$ cat src/mpcs_map.svh
`ifndef MPCS_MAP_SVH
`define MPCS_MAP_SVH

// Word offsets on the register bus (index); byte address is four times these
`define MPCS_OFS_CTRL      6'h17
`define MPCS_OFS_STATUS    6'h18
`define MPCS_OFS_ADV       6'h19
`define MPCS_OFS_LP        6'h1A
`define MPCS_OFS_ALIGN     6'h1B
`define MPCS_OFS_GOOD      6'h1C
`define MPCS_OFS_ERR       6'h1D

// Control register fields
`define MPCS_CTRL_PDET_BIT   13
`define MPCS_CTRL_FORCE_BIT  11
`define MPCS_CTRL_RST        16'h1010

// Status register fields
`define MPCS_ST_SYNC_BIT     15
`define MPCS_ST_CGBAD_BIT    14
`define MPCS_ST_LINK100_BIT  13
`define MPCS_ST_LINK10_BIT   12
`define MPCS_ST_RESTART_BIT  11
`define MPCS_ST_RF_HI        9
`define MPCS_ST_RF_LO        8

// Alignment status fields
`define MPCS_AL_REALIGN_BIT  15
`define MPCS_AL_SIGDET_BIT   14
`define MPCS_AL_FAR_FAULT_BIT 13
`define MPCS_AL_COMMA_BIT    12
`define MPCS_AL_POS_HI       11
`define MPCS_AL_POS_LO       8
`define MPCS_AL_HALT_BIT     7
`define MPCS_AL_POS_MAX      4'h9

// Counters
`define MPCS_GOOD_WRAP       14'h2710
`define MPCS_ERR_SAT         8'hFF
`define MPCS_SEL_MEDIA       2'h0
`define MPCS_SEL_MAC         2'h1
`define MPCS_ADV_RST         16'h0000

`endif

$ cat src/mpcs_pkg.sv
package mpcs_pkg;

    // Live indications from the media PCS
    typedef struct packed {
        logic       sync_lost;
        logic       cg_bad;
        logic       link_100;
        logic       link_10;
        logic       lp_restart;
        logic [1:0] lp_remote_fault;
        logic       lp_asym_pause;
        logic       lp_sym_pause;
        logic       lp_full_duplex;
        logic       lp_half_duplex;
        logic       lp_an_capable;
        logic       link_up;
        logic       an_complete;
        logic       signal_detect;
    } mpcs_pcs_s;

    typedef struct packed {
        logic       realign;
        logic       comma_seen;
        logic [3:0] comma_pos;
        logic       far_end_fault_indication;
        logic       halt_line_state;
    } mpcs_align_s;

    // One-cycle packet events per SerDes
    typedef struct packed {
        logic good;
        logic bad;
    } mpcs_pkt_s;

    typedef enum logic [1:0] {
        MPCS_IDLE,
        MPCS_ANSWER
    } mpcs_bus_e;

endpackage

$ cat src/mpcs_regs.sv
// Operation
// - Parallel detect acts only with negotiation enabled and full duplex advertised.
// - Status bit 15 latches sync loss since last read.
// - Status bit 14 latches invalid code-group since last read.
// - Bits 13 and 12 show 100 Mb/FX and 10 Mb link status.
// - Bit 11 shows partner requested negotiation restart.
// - Bits 9:8 nonzero when partner signals remote fault.
// - Bits 7..3 show partner pause, duplex and negotiation abilities.
// - Bits 2..0 show link up, negotiation complete, signal detect.
// - Advertised word writable and readable only when force bit set; resets zero.
// - Advertised word reads undefined without force bit; returns zero here.
// - Partner word holds last configuration code word received.
// - Alignment bit 15 flags comma realignment, clears on read.
// - Alignment bit 14 is sticky signal detect, clears on read.
// - Alignment bit 13 latches far-end fault indication since last read.
// - Comma bit 12 sticky, clears without comma, set to 1 on read.
// - Bits 11:8 give comma position, 0 through 9 only.
// - Alignment bit 7 latches halt line state since last read.
// - Good counter bit 15 flags packet since last read, clears on read.
// - Good counter counts valid CRC, wraps at 10000, clears on read.
// - Select 00 routes media counters, 01 MAC counters.
// - Error counter saturates at FF, clears on read.
// - Counters count only while media link is up.
//
// Design decision made here: the Avalon-MM slave port.
`timescale 1ns/1ps
`include "mpcs_map.svh"

module mpcs_regs #(
    parameter int ADDR_W = 6
) (
    input  wire logic                 clk,
    input  wire logic                 rst_n,
    input  wire logic [ADDR_W-1:0]    avs_address,
    input  wire logic                 avs_read,
    input  wire logic                 avs_write,
    input  wire logic [31:0]          avs_writedata,
    input  wire logic [3:0]           avs_byteenable,
    output logic      [31:0]          avs_readdata,
    output logic                      avs_waitrequest,
    input  wire mpcs_pkg::mpcs_pcs_s  pcs,
    input  wire mpcs_pkg::mpcs_align_s align,
    input  wire logic                 lp_word_valid,
    input  wire logic [15:0]          lp_word,
    input  wire mpcs_pkg::mpcs_pkt_s  pkt_media,
    input  wire mpcs_pkg::mpcs_pkt_s  pkt_mac,
    output logic      [15:0]          adv_word,
    output logic                      parallel_detect_en,
    input  wire logic                 an_enable
);

    initial begin
        if (ADDR_W < 6) $error("ADDR_W too small for the register map");
    end

    // ------------------------------------------------------------
    // Bus slave
    // ------------------------------------------------------------
    // Every access takes exactly one wait cycle: waitrequest is high in the
    // request cycle, low in the next, so read data always comes from a flop.
    mpcs_pkg::mpcs_bus_e state_q;
    logic                rd_hit;
    logic                wr_hit;
    logic [15:0]         rd_word;

    always_ff @(posedge clk or negedge rst_n) begin
        if (!rst_n) begin
            state_q <= mpcs_pkg::MPCS_IDLE;
        end else begin
            unique case (state_q)
                mpcs_pkg::MPCS_IDLE: begin
                    if (avs_read || avs_write) begin
                        state_q <= mpcs_pkg::MPCS_ANSWER;
                    end
                end
                mpcs_pkg::MPCS_ANSWER: begin
                    state_q <= mpcs_pkg::MPCS_IDLE;
                end
            endcase
        end
    end

    always_ff @(posedge clk or negedge rst_n) begin
        if (!rst_n) begin
            avs_waitrequest <= 1'b1;
        end else begin
            avs_waitrequest <= !(state_q == mpcs_pkg::MPCS_IDLE && (avs_read || avs_write));
        end
    end

    // Completion strobes: effect happens in the answer cycle
    assign rd_hit = (state_q == mpcs_pkg::MPCS_ANSWER) && avs_read;
    assign wr_hit = (state_q == mpcs_pkg::MPCS_ANSWER) && avs_write;

    function automatic logic hit(input logic [ADDR_W-1:0] a, input logic [5:0] ofs);
        hit = (a == ADDR_W'(ofs));
    endfunction

    logic rd_status;
    logic rd_align;
    logic rd_good;
    logic rd_err;
    logic wr_lo;
    logic wr_hi;
    assign rd_status = rd_hit && hit(avs_address, `MPCS_OFS_STATUS);
    assign rd_align  = rd_hit && hit(avs_address, `MPCS_OFS_ALIGN);
    assign rd_good   = rd_hit && hit(avs_address, `MPCS_OFS_GOOD);
    assign rd_err    = rd_hit && hit(avs_address, `MPCS_OFS_ERR);
    assign wr_lo     = wr_hit && avs_byteenable[0];
    assign wr_hi     = wr_hit && avs_byteenable[1];

    // ------------------------------------------------------------
    // Control and advertised word
    // ------------------------------------------------------------
    logic [15:0] ctrl_q;
    logic [15:0] adv_q;
    logic        force_adv;
    assign force_adv = ctrl_q[`MPCS_CTRL_FORCE_BIT];

    always_ff @(posedge clk or negedge rst_n) begin
        if (!rst_n) begin
            ctrl_q <= `MPCS_CTRL_RST;
        end else if (wr_hit && hit(avs_address, `MPCS_OFS_CTRL)) begin
            if (wr_lo) ctrl_q[7:0]  <= avs_writedata[7:0];
            if (wr_hi) ctrl_q[15:8] <= avs_writedata[15:8];
        end
    end

    always_ff @(posedge clk or negedge rst_n) begin
        if (!rst_n) begin
            adv_q <= `MPCS_ADV_RST;
        end else if (wr_hit && hit(avs_address, `MPCS_OFS_ADV) && force_adv) begin
            if (wr_lo) adv_q[7:0]  <= avs_writedata[7:0];
            if (wr_hi) adv_q[15:8] <= avs_writedata[15:8];
        end
    end

    always_ff @(posedge clk or negedge rst_n) begin
        if (!rst_n) begin
            adv_word           <= `MPCS_ADV_RST;
            parallel_detect_en <= 1'b0;
        end else begin
            adv_word           <= adv_q;
            // Parallel detect is gated by negotiation and full-duplex advertisement
            parallel_detect_en <= ctrl_q[`MPCS_CTRL_PDET_BIT] && an_enable
                                  && adv_q[5];
        end
    end

    // ------------------------------------------------------------
    // Partner code word
    // ------------------------------------------------------------
    logic [15:0] lp_q;
    always_ff @(posedge clk or negedge rst_n) begin
        if (!rst_n) begin
            lp_q <= 16'h0000;
        end else if (lp_word_valid) begin
            lp_q <= lp_word;
        end
    end

    // ------------------------------------------------------------
    // Latched indications: set wins over the read clear
    // ------------------------------------------------------------
    logic sync_lat_q;
    logic cgbad_lat_q;
    logic realign_q;
    logic sigdet_q;
    logic far_fault_q;
    logic comma_q;
    logic halt_line_q;

    always_ff @(posedge clk or negedge rst_n) begin
        if (!rst_n) begin
            sync_lat_q  <= 1'b0;
            cgbad_lat_q <= 1'b0;
        end else begin
            sync_lat_q  <= pcs.sync_lost || (sync_lat_q && !rd_status);
            cgbad_lat_q <= pcs.cg_bad || (cgbad_lat_q && !rd_status);
        end
    end

    always_ff @(posedge clk or negedge rst_n) begin
        if (!rst_n) begin
            realign_q <= 1'b0;
            sigdet_q  <= 1'b0;
            far_fault_q <= 1'b0;
            halt_line_q <= 1'b0;
        end else begin
            realign_q   <= align.realign || (realign_q && !rd_align);
            sigdet_q    <= pcs.signal_detect || (sigdet_q && !rd_align);
            far_fault_q <= align.far_end_fault_indication || (far_fault_q && !rd_align);
            halt_line_q <= align.halt_line_state || (halt_line_q && !rd_align);
        end
    end

    // Comma bit re-arms to 1 on read and drops whenever no comma is seen
    always_ff @(posedge clk or negedge rst_n) begin
        if (!rst_n) begin
            comma_q <= 1'b1;
        end else if (!align.comma_seen) begin
            comma_q <= 1'b0;
        end else if (rd_align) begin
            comma_q <= 1'b1;
        end
    end

    // Out-of-range positions leave the last in-range position shown
    logic [3:0] pos_q;
    always_ff @(posedge clk or negedge rst_n) begin
        if (!rst_n) begin
            pos_q <= 4'h0;
        end else if (align.comma_pos <= `MPCS_AL_POS_MAX) begin
            pos_q <= align.comma_pos;
        end
    end

    // ------------------------------------------------------------
    // Receive counters, one set per SerDes
    // ------------------------------------------------------------
    logic [1:0]  sel_q;
    logic [13:0] good_q [2];
    logic [7:0]  err_q  [2];
    logic        seen_q [2];
    mpcs_pkg::mpcs_pkt_s pkt [2];
    assign pkt[0] = pkt_media;
    assign pkt[1] = pkt_mac;

    always_ff @(posedge clk or negedge rst_n) begin
        if (!rst_n) begin
            sel_q <= `MPCS_SEL_MEDIA;
        end else if (wr_hit && hit(avs_address, `MPCS_OFS_ERR) && wr_hi) begin
            sel_q <= avs_writedata[15:14];
        end
    end

    // Reserved select codes route nothing, so no counter is cleared by them
    logic sel_ok [2];
    assign sel_ok[0] = (sel_q == `MPCS_SEL_MEDIA);
    assign sel_ok[1] = (sel_q == `MPCS_SEL_MAC);

    for (genvar i = 0; i < 2; i++) begin : g_cnt
        logic cnt_en;
        assign cnt_en = pcs.link_up;
        always_ff @(posedge clk or negedge rst_n) begin
            if (!rst_n) begin
                good_q[i] <= 14'h0000;
                seen_q[i] <= 1'b0;
            end else begin
                if (rd_good && sel_ok[i]) begin
                    good_q[i] <= (cnt_en && pkt[i].good) ? 14'h0001 : 14'h0000;
                end else if (cnt_en && pkt[i].good) begin
                    good_q[i] <= (good_q[i] == `MPCS_GOOD_WRAP - 14'h0001)
                                 ? 14'h0000 : good_q[i] + 14'h0001;
                end
                seen_q[i] <= (cnt_en && pkt[i].good)
                             || (seen_q[i] && !(rd_good && sel_ok[i]));
            end
        end
        always_ff @(posedge clk or negedge rst_n) begin
            if (!rst_n) begin
                err_q[i] <= 8'h00;
            end else if (rd_err && sel_ok[i]) begin
                err_q[i] <= (cnt_en && pkt[i].bad) ? 8'h01 : 8'h00;
            end else if (cnt_en && pkt[i].bad && err_q[i] != `MPCS_ERR_SAT) begin
                err_q[i] <= err_q[i] + 8'h01;
            end
        end
    end

    // ------------------------------------------------------------
    // Read mux
    // ------------------------------------------------------------
    logic [15:0] st_word;
    logic [15:0] al_word;
    logic [15:0] good_word;
    logic [15:0] err_word;
    logic        m;
    assign m = (sel_q == `MPCS_SEL_MAC);

    always_comb begin
        st_word = 16'h0000;
        st_word[`MPCS_ST_SYNC_BIT]    = sync_lat_q;
        st_word[`MPCS_ST_CGBAD_BIT]   = cgbad_lat_q;
        st_word[`MPCS_ST_LINK100_BIT] = pcs.link_100;
        st_word[`MPCS_ST_LINK10_BIT]  = pcs.link_10;
        st_word[`MPCS_ST_RESTART_BIT] = pcs.lp_restart;
        st_word[`MPCS_ST_RF_HI:`MPCS_ST_RF_LO] = pcs.lp_remote_fault;
        st_word[7:3] = {pcs.lp_asym_pause, pcs.lp_sym_pause, pcs.lp_full_duplex,
                        pcs.lp_half_duplex, pcs.lp_an_capable};
        st_word[2:0] = {pcs.link_up, pcs.an_complete, pcs.signal_detect};
        al_word = 16'h0000;
        al_word[`MPCS_AL_REALIGN_BIT] = realign_q;
        al_word[`MPCS_AL_SIGDET_BIT]  = sigdet_q;
        al_word[`MPCS_AL_FAR_FAULT_BIT] = far_fault_q;
        al_word[`MPCS_AL_COMMA_BIT]   = comma_q;
        al_word[`MPCS_AL_POS_HI:`MPCS_AL_POS_LO] = pos_q;
        al_word[`MPCS_AL_HALT_BIT]    = halt_line_q;
        good_word = 16'h0000;
        err_word  = {sel_q, 14'h0000};
        if (sel_ok[0] || sel_ok[1]) begin
            good_word = {seen_q[m], 1'b0, good_q[m]};
            err_word  = {sel_q, 6'h00, err_q[m]};
        end
        rd_word = 16'h0000;
        unique case (avs_address)
            ADDR_W'(`MPCS_OFS_CTRL):   rd_word = ctrl_q;
            ADDR_W'(`MPCS_OFS_STATUS): rd_word = st_word;
            ADDR_W'(`MPCS_OFS_ADV):    rd_word = force_adv ? adv_q : 16'h0000;
            ADDR_W'(`MPCS_OFS_LP):     rd_word = lp_q;
            ADDR_W'(`MPCS_OFS_ALIGN):  rd_word = al_word;
            ADDR_W'(`MPCS_OFS_GOOD):   rd_word = good_word;
            ADDR_W'(`MPCS_OFS_ERR):    rd_word = err_word;
            default:                   rd_word = 16'h0000;
        endcase
    end

    always_ff @(posedge clk or negedge rst_n) begin
        if (!rst_n) begin
            avs_readdata <= 32'h0000_0000;
        end else if (state_q == mpcs_pkg::MPCS_IDLE && avs_read) begin
            avs_readdata <= {16'h0000, rd_word};
        end
    end

    // ------------------------------------------------------------
    // Checks
    // ------------------------------------------------------------
    sync_latch_a: assert property (@(posedge clk) disable iff (!rst_n)
        pcs.sync_lost |=> sync_lat_q) else $error("sync loss not latched");
    cgbad_latch_a: assert property (@(posedge clk) disable iff (!rst_n)
        pcs.cg_bad |=> cgbad_lat_q) else $error("bad code-group not latched");
    read_keeps_a: assert property (@(posedge clk) disable iff (!rst_n)
        (rd_align && align.halt_line_state) |=> halt_line_q) else $error("event lost on read");
    comma_rearm_a: assert property (@(posedge clk) disable iff (!rst_n)
        (rd_align && align.comma_seen) |=> comma_q) else $error("comma not re-armed");
    pos_range_a: assert property (@(posedge clk) disable iff (!rst_n)
        pos_q <= `MPCS_AL_POS_MAX) else $error("comma position out of range");
    good_wrap_a: assert property (@(posedge clk) disable iff (!rst_n)
        good_q[0] < `MPCS_GOOD_WRAP) else $error("good counter passed wrap");
    err_hold_a: assert property (@(posedge clk) disable iff (!rst_n)
        (err_q[0] == `MPCS_ERR_SAT && !(rd_err && sel_ok[0])) |=> err_q[0] == `MPCS_ERR_SAT)
        else $error("error counter left saturation");
    link_gate_a: assert property (@(posedge clk) disable iff (!rst_n)
        (!pcs.link_up && !rd_good) |=> $stable(good_q[0])) else $error("counted with link down");
    adv_lock_a: assert property (@(posedge clk) disable iff (!rst_n)
        !force_adv |=> $stable(adv_q)) else $error("advertised word written while locked");
    bus_answer_a: assert property (@(posedge clk) disable iff (!rst_n)
        (state_q == mpcs_pkg::MPCS_IDLE && avs_read) |=> !avs_waitrequest)
        else $error("read not answered in one cycle");
    wait_one_a: assert property (@(posedge clk) disable iff (!rst_n)
        !avs_waitrequest |=> avs_waitrequest) else $error("answer held past one cycle");
    realign_latch_a: assert property (@(posedge clk) disable iff (!rst_n)
        align.realign |=> realign_q) else $error("realignment not latched");
    sigdet_latch_a: assert property (@(posedge clk) disable iff (!rst_n)
        pcs.signal_detect |=> sigdet_q) else $error("signal detect not latched");
    far_fault_latch_a: assert property (@(posedge clk) disable iff (!rst_n)
        align.far_end_fault_indication |=> far_fault_q) else $error("far fault not latched");
    halt_latch_a: assert property (@(posedge clk) disable iff (!rst_n)
        align.halt_line_state |=> halt_line_q) else $error("halt line not latched");
    comma_drop_a: assert property (@(posedge clk) disable iff (!rst_n)
        !align.comma_seen |=> !comma_q) else $error("comma bit kept without comma");
    good_seen_a: assert property (@(posedge clk) disable iff (!rst_n)
        (pcs.link_up && pkt_media.good) |=> seen_q[0]) else $error("packet flag not set");
    err_clear_a: assert property (@(posedge clk) disable iff (!rst_n)
        (rd_err && sel_ok[0] && !pkt_media.bad) |=> err_q[0] == 8'h00)
        else $error("error counter not cleared by read");
    lp_capture_a: assert property (@(posedge clk) disable iff (!rst_n)
        lp_word_valid |=> lp_q == $past(lp_word)) else $error("partner word not stored");
    pd_gate_a: assert property (@(posedge clk) disable iff (!rst_n)
        !an_enable |=> !parallel_detect_en) else $error("parallel detect without negotiation");

endmodule

$ cat config.mk
export PLATFORM = sky130hd
export DESIGN_NAME = mpcs_regs
export DESIGN_NICKNAME = d
export VERILOG_FILES = /design/src/mpcs_pkg.sv /design/src/mpcs_regs.sv
export VERILOG_INCLUDE_DIRS = /design/src /design/src/src
export SDC_FILE = /design/constraint.sdc
export NUM_CORES = 1
export LEC_CHECK = 0
export ABC_AREA = 1
export BUFFER_PORTS_ARGS = -buffer_cell sky130_fd_sc_hd__buf_4
export CORE_UTILIZATION = 60
export DETAILED_ROUTE_END_ITERATION = 10
export PLACE_DENSITY = 0.81
export SKIP_CTS_REPAIR_TIMING = 1
export SLEW_MARGIN = 20
export SYNTH_ARGS = -nofsm -noshare
export SYNTH_HDL_FRONTEND = slang
export SYNTH_SLANG_ARGS = --single-unit
$ cat constraint.sdc
create_clock -name clk -period 2.5 [get_ports clk]
set_input_delay 0.125 -clock clk [delete_from_list [all_inputs] [get_ports clk]]
set_output_delay 0.125 -clock clk [all_outputs]
set_load 0.01 [all_outputs]
==> impl_metrics.toml, run 1 <==
[cells_and_area]
drive_gt1_share_pct = 19.54
areaGrowthSynthToFinish_pct = 23.80
mostFrequentLayoutCells = "sky130_fd_sc_hd__nand2_1 (287), sky130_fd_sc_hd__dfrtp_1 (138), sky130_fd_sc_hd__inv_1 (111), sky130_fd_sc_hd__buf_4 (111), sky130_fd_sc_hd__nand3_1 (91)"
final_cells = 1308
multi_input_area_mm2 = 0.003521
finish.net_count = 1219
fill_cells = 919
antennaDiodeCount = 0
seq_area_mm2 = 0.003558
mostFrequentLayoutCell = "sky130_fd_sc_hd__nand2_1"

[critical_path]
start_kind = "flop"
rr_startpoint = "good_q[14]"
setup.worst_path.class = "reg2reg"
critPathCaptureType = "flop"
crit_start = "good_q[14]"
reg2reg_setup_slack_ns = 0.57
wp_data_arrival_ns = 2.23
worst_ep_required_time_ns = 2.80
critical_path.max_fanout = 8

[sta]
fin_tns_setup_ns = 0
worst_clock_skew_ns = 0.006102
timing_max_transition_violations_final = 0
timing.final.crit_share_pct = 77.20
fmax_mhz = 518.2
fin_worst_hold_slack_ns = -0.01662
rsz0062_at_grt = "false"
period_needed_ns = 1.930
timing_hold_violations_final = 5
finalSetupViolations = 0
tightest_slew_ns = 0.7001
max-slew-margin-rel_pct = 53.28

[drt]
drt_first_iter_violations = 690
routed-wl-met2_mm = 10.40
routed-via-count = 7150
top_signal_layer_used = "met4"
count_of_nets_left_with_antenna_violations_after_detail_routing = 0
avgViaCountPerCell = 5.466
postRouteWirelength_mm = 20.98
drc = 0
met3_length_mm = 1.265
detail_route.first_pass.iterations = 6
wire_per_inst_um = 16.04
m1_wire_length_mm = 8.851

[worst_hold_path]
class_of_the_most_critical_hold_timing_path = "in2reg"
hold_path.startpoint = "avs_writedata[10]"

[clocking]
clk_tree_root_cell = "sky130_fd_sc_hd__clkbuf_16"
cts.sinks = 142
clock_tree_from_tritoncts = "done"
worstSkewPairLatency_ns = 0.42
clkTransAtPathRegs_ns = 0.06
clock_buffer_count_from_cts = 17
ctsLongestPathBuffers = 2
htree_levels = 4

[floorplan]
effective_utilization_at_floorplan_pct = 61.52
die_width_um = 115.5
floorplan.die.height_um = 115.5
die-area_mm2 = 0.01334
core_area_mm2 = 0.01257
rows = 41
floorplan.io_pins = 141

[place]
finalWeightedCongestion = 0.9533
place_hpwl_mm = 14.25
place.port_buffers = 106
dpl.cell_count = 1239

[status]
outcome = "finished, violations left"
violations_in_the_final_reports = "negative hold slack"

[yosys]
ys.warnings.count = 0
synth_flop_cell = "sky130_fd_sc_hd__dfrtp_1"
synthDominantCellAreaShare_pct = 44.66
ys_ff_latch = 142
sequential_cell_area_fraction_in_the_yosys_report_pct = 46.02
synth_edf_count = 0
synth_area_mm2 = 0.007732
synth.distinct_cells = 47
postSynthAreaPerCell_um2 = 7.914
yosys.area.top_type = "sky130_fd_sc_hd__dfrtp_1"
post_synth_inst_count = 977
synth-async-reset-ratio_pct = 100.0
leading_cell_types_by_total_area_after_synthesis = "sky130_fd_sc_hd__dfrtp_1 (45%), sky130_fd_sc_hd__nand2_1 (14%), sky130_fd_sc_hd__nand3_1 (5.9%), sky130_fd_sc_hd__inv_1 (5.4%), sky130_fd_sc_hd__nor2_1 (4.0%)"

[pwr]
netSwitchingPower_mw = 1.808
cellPowerDensity_mw_per_mm2 = 666.1
cellLeakagePower_nw = 5.010
irDropWorstVdd_mv = 0.4921
comb_power_share_pct = 15.9
seq_power_share_pct = 43.6
internal_power_mw = 4.569
power.switching_fraction_pct = 28.35
clkPwrFrac_pct = 40.4

[global_route]
gr-total-overflow = 0
global_route_wire_length_before_repair_mm = 32.44
grt_antenna_before_repair = 0
first_global_vias = 6689
globalRouteTotalUtil_pct = 32.04
largest_net_degree_at_the_start_of_global_routing = 74

[job]
max-cap-violations = 0
-- through the flow --
stage	worst slack (ns)	hold WS [ns]	util, %	instance area [µm²]	power, mW
2_1_floorplan	0.9682	-0.1706	-	7789	3.375
3_3_place_gp	0.6381	0.1816	68.39	8596	3.720
3_5_place_dp	0.6147	0.1757	68.39	8596	3.749
4_1_cts	0.5915	-0.2669	73.12	9190	6.303
5_1_grt	0.3898	0.005208	76.17	9573	6.637
6_report	0.5701	-0.01662	76.17	9573	6.377
-- kinds of logic (layout without fill, tap and decap cells) --
family          after synthesis  after routing  share of synthesized area, %
mux                          17             17                         2.476
other cells                   1             16                       0.04850
buf+inv                     154            298                         9.207
flops                       142            142                         46.02
compound gates              121            121                         9.628
fa+ha+maj                     4              4                        0.6473
xor+xnor                      6              6                        0.6796
simple gates                532            532                         31.29
-- metal layers --
| metal | vias to the layer above | global-route usage (%) |
|---|---|---|
| li1 | 3417 | - |
| met1 | 3411 | 41.45 |
| met2 | 283 | 52.93 |
| met3 | 39 | 7.270 |
| met4 | 0 | 11.60 |
| met5 | - | 0 |
-- power by group through the flow --
stage	clock network, mW	registers, mW	logic (mW)
floorplan	0	2.74	0.638
global placement	0	2.80	0.918
detailed placement	0	2.80	0.948
CTS	2.58	2.77	0.957
global route	2.69	2.81	1.14
finish	2.58	2.78	1.02
-- flip-flops by register name, summed over array words and instances (netlist names), 2 cells and up --
register and cells:
lp_q 16, sel_q 2, good_q 28, adv_word 16, ctrl_q 16, err_q 16, seen_q 2, avs_readdata 16
pos_q 4, adv_q 16
-- cell type report --
| type | instances | share of cell area (%) |
|---|---|---|
| sequential | 142 | 37.17 |
| tap | 172 | 2.248 |
| multi-input combinational | 696 | 36.78 |
| timing repair buffer | 151 | 13.00 |
| clock buffer | 24 | 5.032 |
| clock inverter | 7 | 1.176 |
| inverter | 116 | 4.588 |
-- critical path, stage by stage, from the launching register on --
cell                       delay, ns
sky130_fd_sc_hd__dfrtp_1        0.48
sky130_fd_sc_hd__ha_1           0.22
sky130_fd_sc_hd__nand2_1        0.09
sky130_fd_sc_hd__nor2_2         0.31
sky130_fd_sc_hd__inv_1          0.10
sky130_fd_sc_hd__nor2_1         0.11
sky130_fd_sc_hd__nand2_1        0.09
sky130_fd_sc_hd__nand2_1        0.13
sky130_fd_sc_hd__nand2_1        0.12
sky130_fd_sc_hd__a21boi_0       0.15
-- cells in the mapped netlist (6+ instances only) --
master                       n
sky130_fd_sc_hd__a21oi_1    16
sky130_fd_sc_hd__buf_2       8
sky130_fd_sc_hd__buf_4      19
sky130_fd_sc_hd__dfrtp_1   138
sky130_fd_sc_hd__inv_1     111
sky130_fd_sc_hd__mux2_2     17
sky130_fd_sc_hd__nand2_1   287
sky130_fd_sc_hd__nand2_2     6
sky130_fd_sc_hd__nand2_4     7
sky130_fd_sc_hd__nand3_1    91
sky130_fd_sc_hd__nand4_1    29
sky130_fd_sc_hd__nor2_1     82
sky130_fd_sc_hd__nor3_1     11
sky130_fd_sc_hd__o21ai_0    50
sky130_fd_sc_hd__o21ai_1    12
sky130_fd_sc_hd__o21ai_2    24
sky130_fd_sc_hd__o21bai_1    6
-- worst paths after layout --
kind / end / depth (start not counted)
hold / removal: ctrl_q[10] / 3
setup reg to reg: good_q[23] / 9
hold reg to reg: adv_word[2] / 0
setup / recovery: good_q[23] / 9
min in group asynchronous: adv_q[3] / 2
max in group asynchronous: ctrl_q[12] / 3
Power figures use the tool's default switching activity.
==> run 2, diff against run 1 <==
- ABC_AREA: 1 -> 0
- CORE_UTILIZATION: 60 -> 55
- PLACE_DENSITY: 0.81 -> 0.76
- clock period: 2.5 -> 1.85 ns (I/O delays scaled with it)
==> run 2 against run 1 <==
  * The flow still finishes with violations (negative hold slack)
  * Cell area shrank 2.9%
  * Die area shrank 0.81%
  * Final cell count shrank 23%
  * Worst hold slack gained 0.012 ns
  * Sequential power grew 32%
  * Synthesized cell count shrank 34%
  * Synthesized area shrank 9.1%
  * Combinational power grew 32%
  * Utilization is essentially flat
  * Sequential share of layout area grew 1.1 points
  * Register-to-register slack lost 0.54 ns
  * Fmax grew 5.9%
  * Critical path type unchanged
  * Critical endpoint is now good_q[20]
  * Largest power group unchanged
  * Highest routed layer unchanged
==> impl_metrics.toml, run 2 <==
[status]
outcome = "finished, violations left"
violations_in_the_final_reports = "negative hold slack"

[floorplan]
core_area_mm2 = 0.01221
die-area_mm2 = 0.01324
floorplan.io_pins = 141
floorplan.die.height_um = 115.1
rows = 40
die_width_um = 115.1
effective_utilization_at_floorplan_pct = 57.56

[yosys]
yosys.area.top_type = "sky130_fd_sc_hd__dfrtp_1"
synth_edf_count = 0
synth_area_mm2 = 0.007029
ys_ff_latch = 142
ys.warnings.count = 0
postSynthAreaPerCell_um2 = 10.95
synth-async-reset-ratio_pct = 100.0
synthTopCellsByCount = "sky130_fd_sc_hd__dfrtp_1 (138), sky130_fd_sc_hd__mux2_2 (66), sky130_fd_sc_hd__a21oi_1 (45), sky130_fd_sc_hd__nor2_1 (41), sky130_fd_sc_hd__nand2_1 (32)"
post_synth_inst_count = 642
synth.distinct_cells = 65
most_numerous_cell_in_the_yosys_netlist = "sky130_fd_sc_hd__dfrtp_1"
synth_flop_cell = "sky130_fd_sc_hd__dfrtp_1"
sequential_cell_area_fraction_in_the_yosys_report_pct = 50.62
leading_cell_types_by_total_area_after_synthesis = "sky130_fd_sc_hd__dfrtp_1 (49%), sky130_fd_sc_hd__mux2_2 (11%), sky130_fd_sc_hd__mux2i_1 (3.4%), sky130_fd_sc_hd__a21oi_1 (3.2%), sky130_fd_sc_hd__nor2_1 (2.2%)"
synthDominantCellAreaShare_pct = 49.13

[sta]
fin_worst_hold_slack_ns = -0.005094
tightest_slew_ns = 0.5199
timing.final.crit_share_pct = 98.48
timing_hold_violations_final = 1
fin_tns_setup_ns = 0
period_needed_ns = 1.822
max-slew-margin-rel_pct = 65.34
worst_clock_skew_ns = 0.006874
fmax_mhz = 548.9
timing_max_transition_violations_final = 0
finalSetupViolations = 0
rsz0062_at_grt = "true"

[cells_and_area]
mostFrequentLayoutCells = "sky130_fd_sc_hd__buf_4 (147), sky130_fd_sc_hd__dfrtp_1 (138), sky130_fd_sc_hd__mux2_2 (66)"
areaGrowthSynthToFinish_pct = 32.25
final_cell_area_mm2 = 0.009296
number_of_flip_flops_in_the_largest_register = 28
final_cells = 1004
drive_gt1_share_pct = 32.18
largest-register = "good_q"
mostFrequentLayoutCell = "sky130_fd_sc_hd__buf_4"
finish.net_count = 918
antennaDiodeCount = 0
fill_cells = 794
fin_util_pct = 76.13

[critical_path]
crit_buf_inv = 1
start_kind = "flop"
worst_setup_path_endpoint = "good_q[20]"
worst-r2r-cell-count = 5
wp_data_arrival_ns = 2.13
top_cell_family_by_delay_on_the_critical_path = "simple AND/OR/NAND/NOR gates"
crit_start = "good_q[18]"
critPathCaptureType = "flop"
worst_ep_required_time_ns = 2.16
setup.worst_path.class = "reg2reg"
timing.critical_path.slowest_stage_cell = "sky130_fd_sc_hd__or4_4"
timing.rr.end = "good_q[20]"
worstPathCellList = "or4_4 > or2_4 > o31ai_4 > buf_4 > nor2_1"
critical-path-max-stage-delay_ns = 0.57
rr_startpoint = "good_q[18]"
worst-path-stages = 5
reg2reg_setup_slack_ns = 0.03
critical_path.max_fanout = 9

[pwr]
cellLeakagePower_nw = 4.224
cellPowerDensity_mw_per_mm2 = 885.1
irDropWorstVdd_mv = 0.7687

[drt]
avgViaCountPerCell = 5.821
drt_first_iter_violations = 510
count_of_nets_left_with_antenna_violations_after_detail_routing = 0
postRouteWirelength_mm = 19.05
drc = 0
routed-via-count = 5844
detail_route.first_pass.iterations = 6
wire_per_inst_um = 18.98

[clocking]
clk_tree_root_cell = "sky130_fd_sc_hd__clkbuf_16"
worstSkewPairLatency_ns = 0.43
clock_tree_from_tritoncts = "done"
ctsLongestPathBuffers = 2
htree_levels = 4
cts.sinks = 142
clkTransAtPathRegs_ns = 0.06
clock_buffer_count_from_cts = 17

[job]
max-cap-violations = 0

[global_route]
grt_antenna_before_repair = 0
first_global_vias = 5583
largest_net_degree_at_the_start_of_global_routing = 54
global_route_wire_length_before_repair_mm = 28.22
gr-total-overflow = 0
globalRouteTotalUtil_pct = 28.45

[place]
detailed_place.area_mm2 = 0.008182
place.port_buffers = 106
dpl.cell_count = 922
place_hpwl_mm = 12.74
finalWeightedCongestion = 0.8662

[worst_hold_path]
class_of_the_most_critical_hold_timing_path = "in2reg"
-- run 2: cell count changes after synthesis, sizes merged, moves of 26 or more --
| cell | previous run | this run |
|---|---|---|
| a21oi | 19 | 45 |
| nor2 | 92 | 41 |
| mux2 | 17 | 66 |
| o21ai | 86 | 29 |
| inv | 114 | 10 |
| nand3 | 91 | 19 |
| nand2 | 301 | 32 |
-- run 2: through the flow --
step	hold WS, ns	setup slack (ns)	total power [mW]
CTS	-0.3674	-0.04327	8.125
finish	-0.005094	0.02804	8.229
global route	0.001394	-0.01804	8.595
detailed placement	0.08854	0.01844	4.929
floorplan	-0.2031	0.09579	4.368
global placement	0.08201	0.05544	4.866
-- run 2: worst min path at each step --
stage / startpoint / to / cells past startpoint
after CTS: rst_n / good_q[6] / 1
after floorplan: rst_n / adv_q[0] / 0
after detailed placement: rst_n / good_q[12] / 1
after global placement: rst_n / good_q[9] / 1
final: pcs[2] / err_q[8] / 3
after global routing: pcs[2] / err_q[8] / 3
-- run 2: worst register-to-register path: cells and delay by family (launching register included) --
kind	cells	cell delay [ns]
DFF	1	0.39
and+or+nand+nor	3	0.90
AOI/OAI and AO/OA	1	0.23
buffers and inverters	1	0.19
-- run 2: cells by family (layout without fill, tap and decap cells) --
group	after synthesis	in the layout	synth area share, %
other	1	16	0.05335
xor gates and xnor gates	18	18	2.243
muxes	90	90	13.99
AOI/OAI and AO/OA	145	145	13.62
and+or+nand+nor	179	179	14.04
DFF	142	142	50.62
adders and majority gates	4	4	0.7120
buffers and inverters	63	242	4.717
-- run 2: area by class of cell --
| type | count | area (µm²) | area share, % |
|---|---|---|---|
| Sequential cell | 142 | 3558 | 38.28 |
| Tap cell | 168 | 210.2 | 2.261 |
| Clock buffer | 21 | 480.5 | 5.168 |
| Clock inverter | 11 | 83.83 | 0.9017 |
| Inverter | 10 | 37.54 | 0.4038 |
| Timing Repair Buffer | 200 | 1675 | 18.02 |
| Multi-Input combinational cell | 452 | 3251 | 34.97 |
-- run 2: metal layers --
metal / global-route usage [%] / vias up / share of wire [%]
li1: - / 2685 / -
met1: 35.83 / 2910 / 41
met2: 47.27 / 215 / 51
met3: 8.803 / 34 / 6.2
met4: 8.571 / 0 / 1.7
met5: 0 / - / 0
-- run 2: power breakdown --
| group | switching (mW) | internal (mW) |
|---|---|---|
| sequential | 0.282 | 3.39 |
| combinational | 0.672 | 0.679 |
| clock | 1.34 | 1.86 |
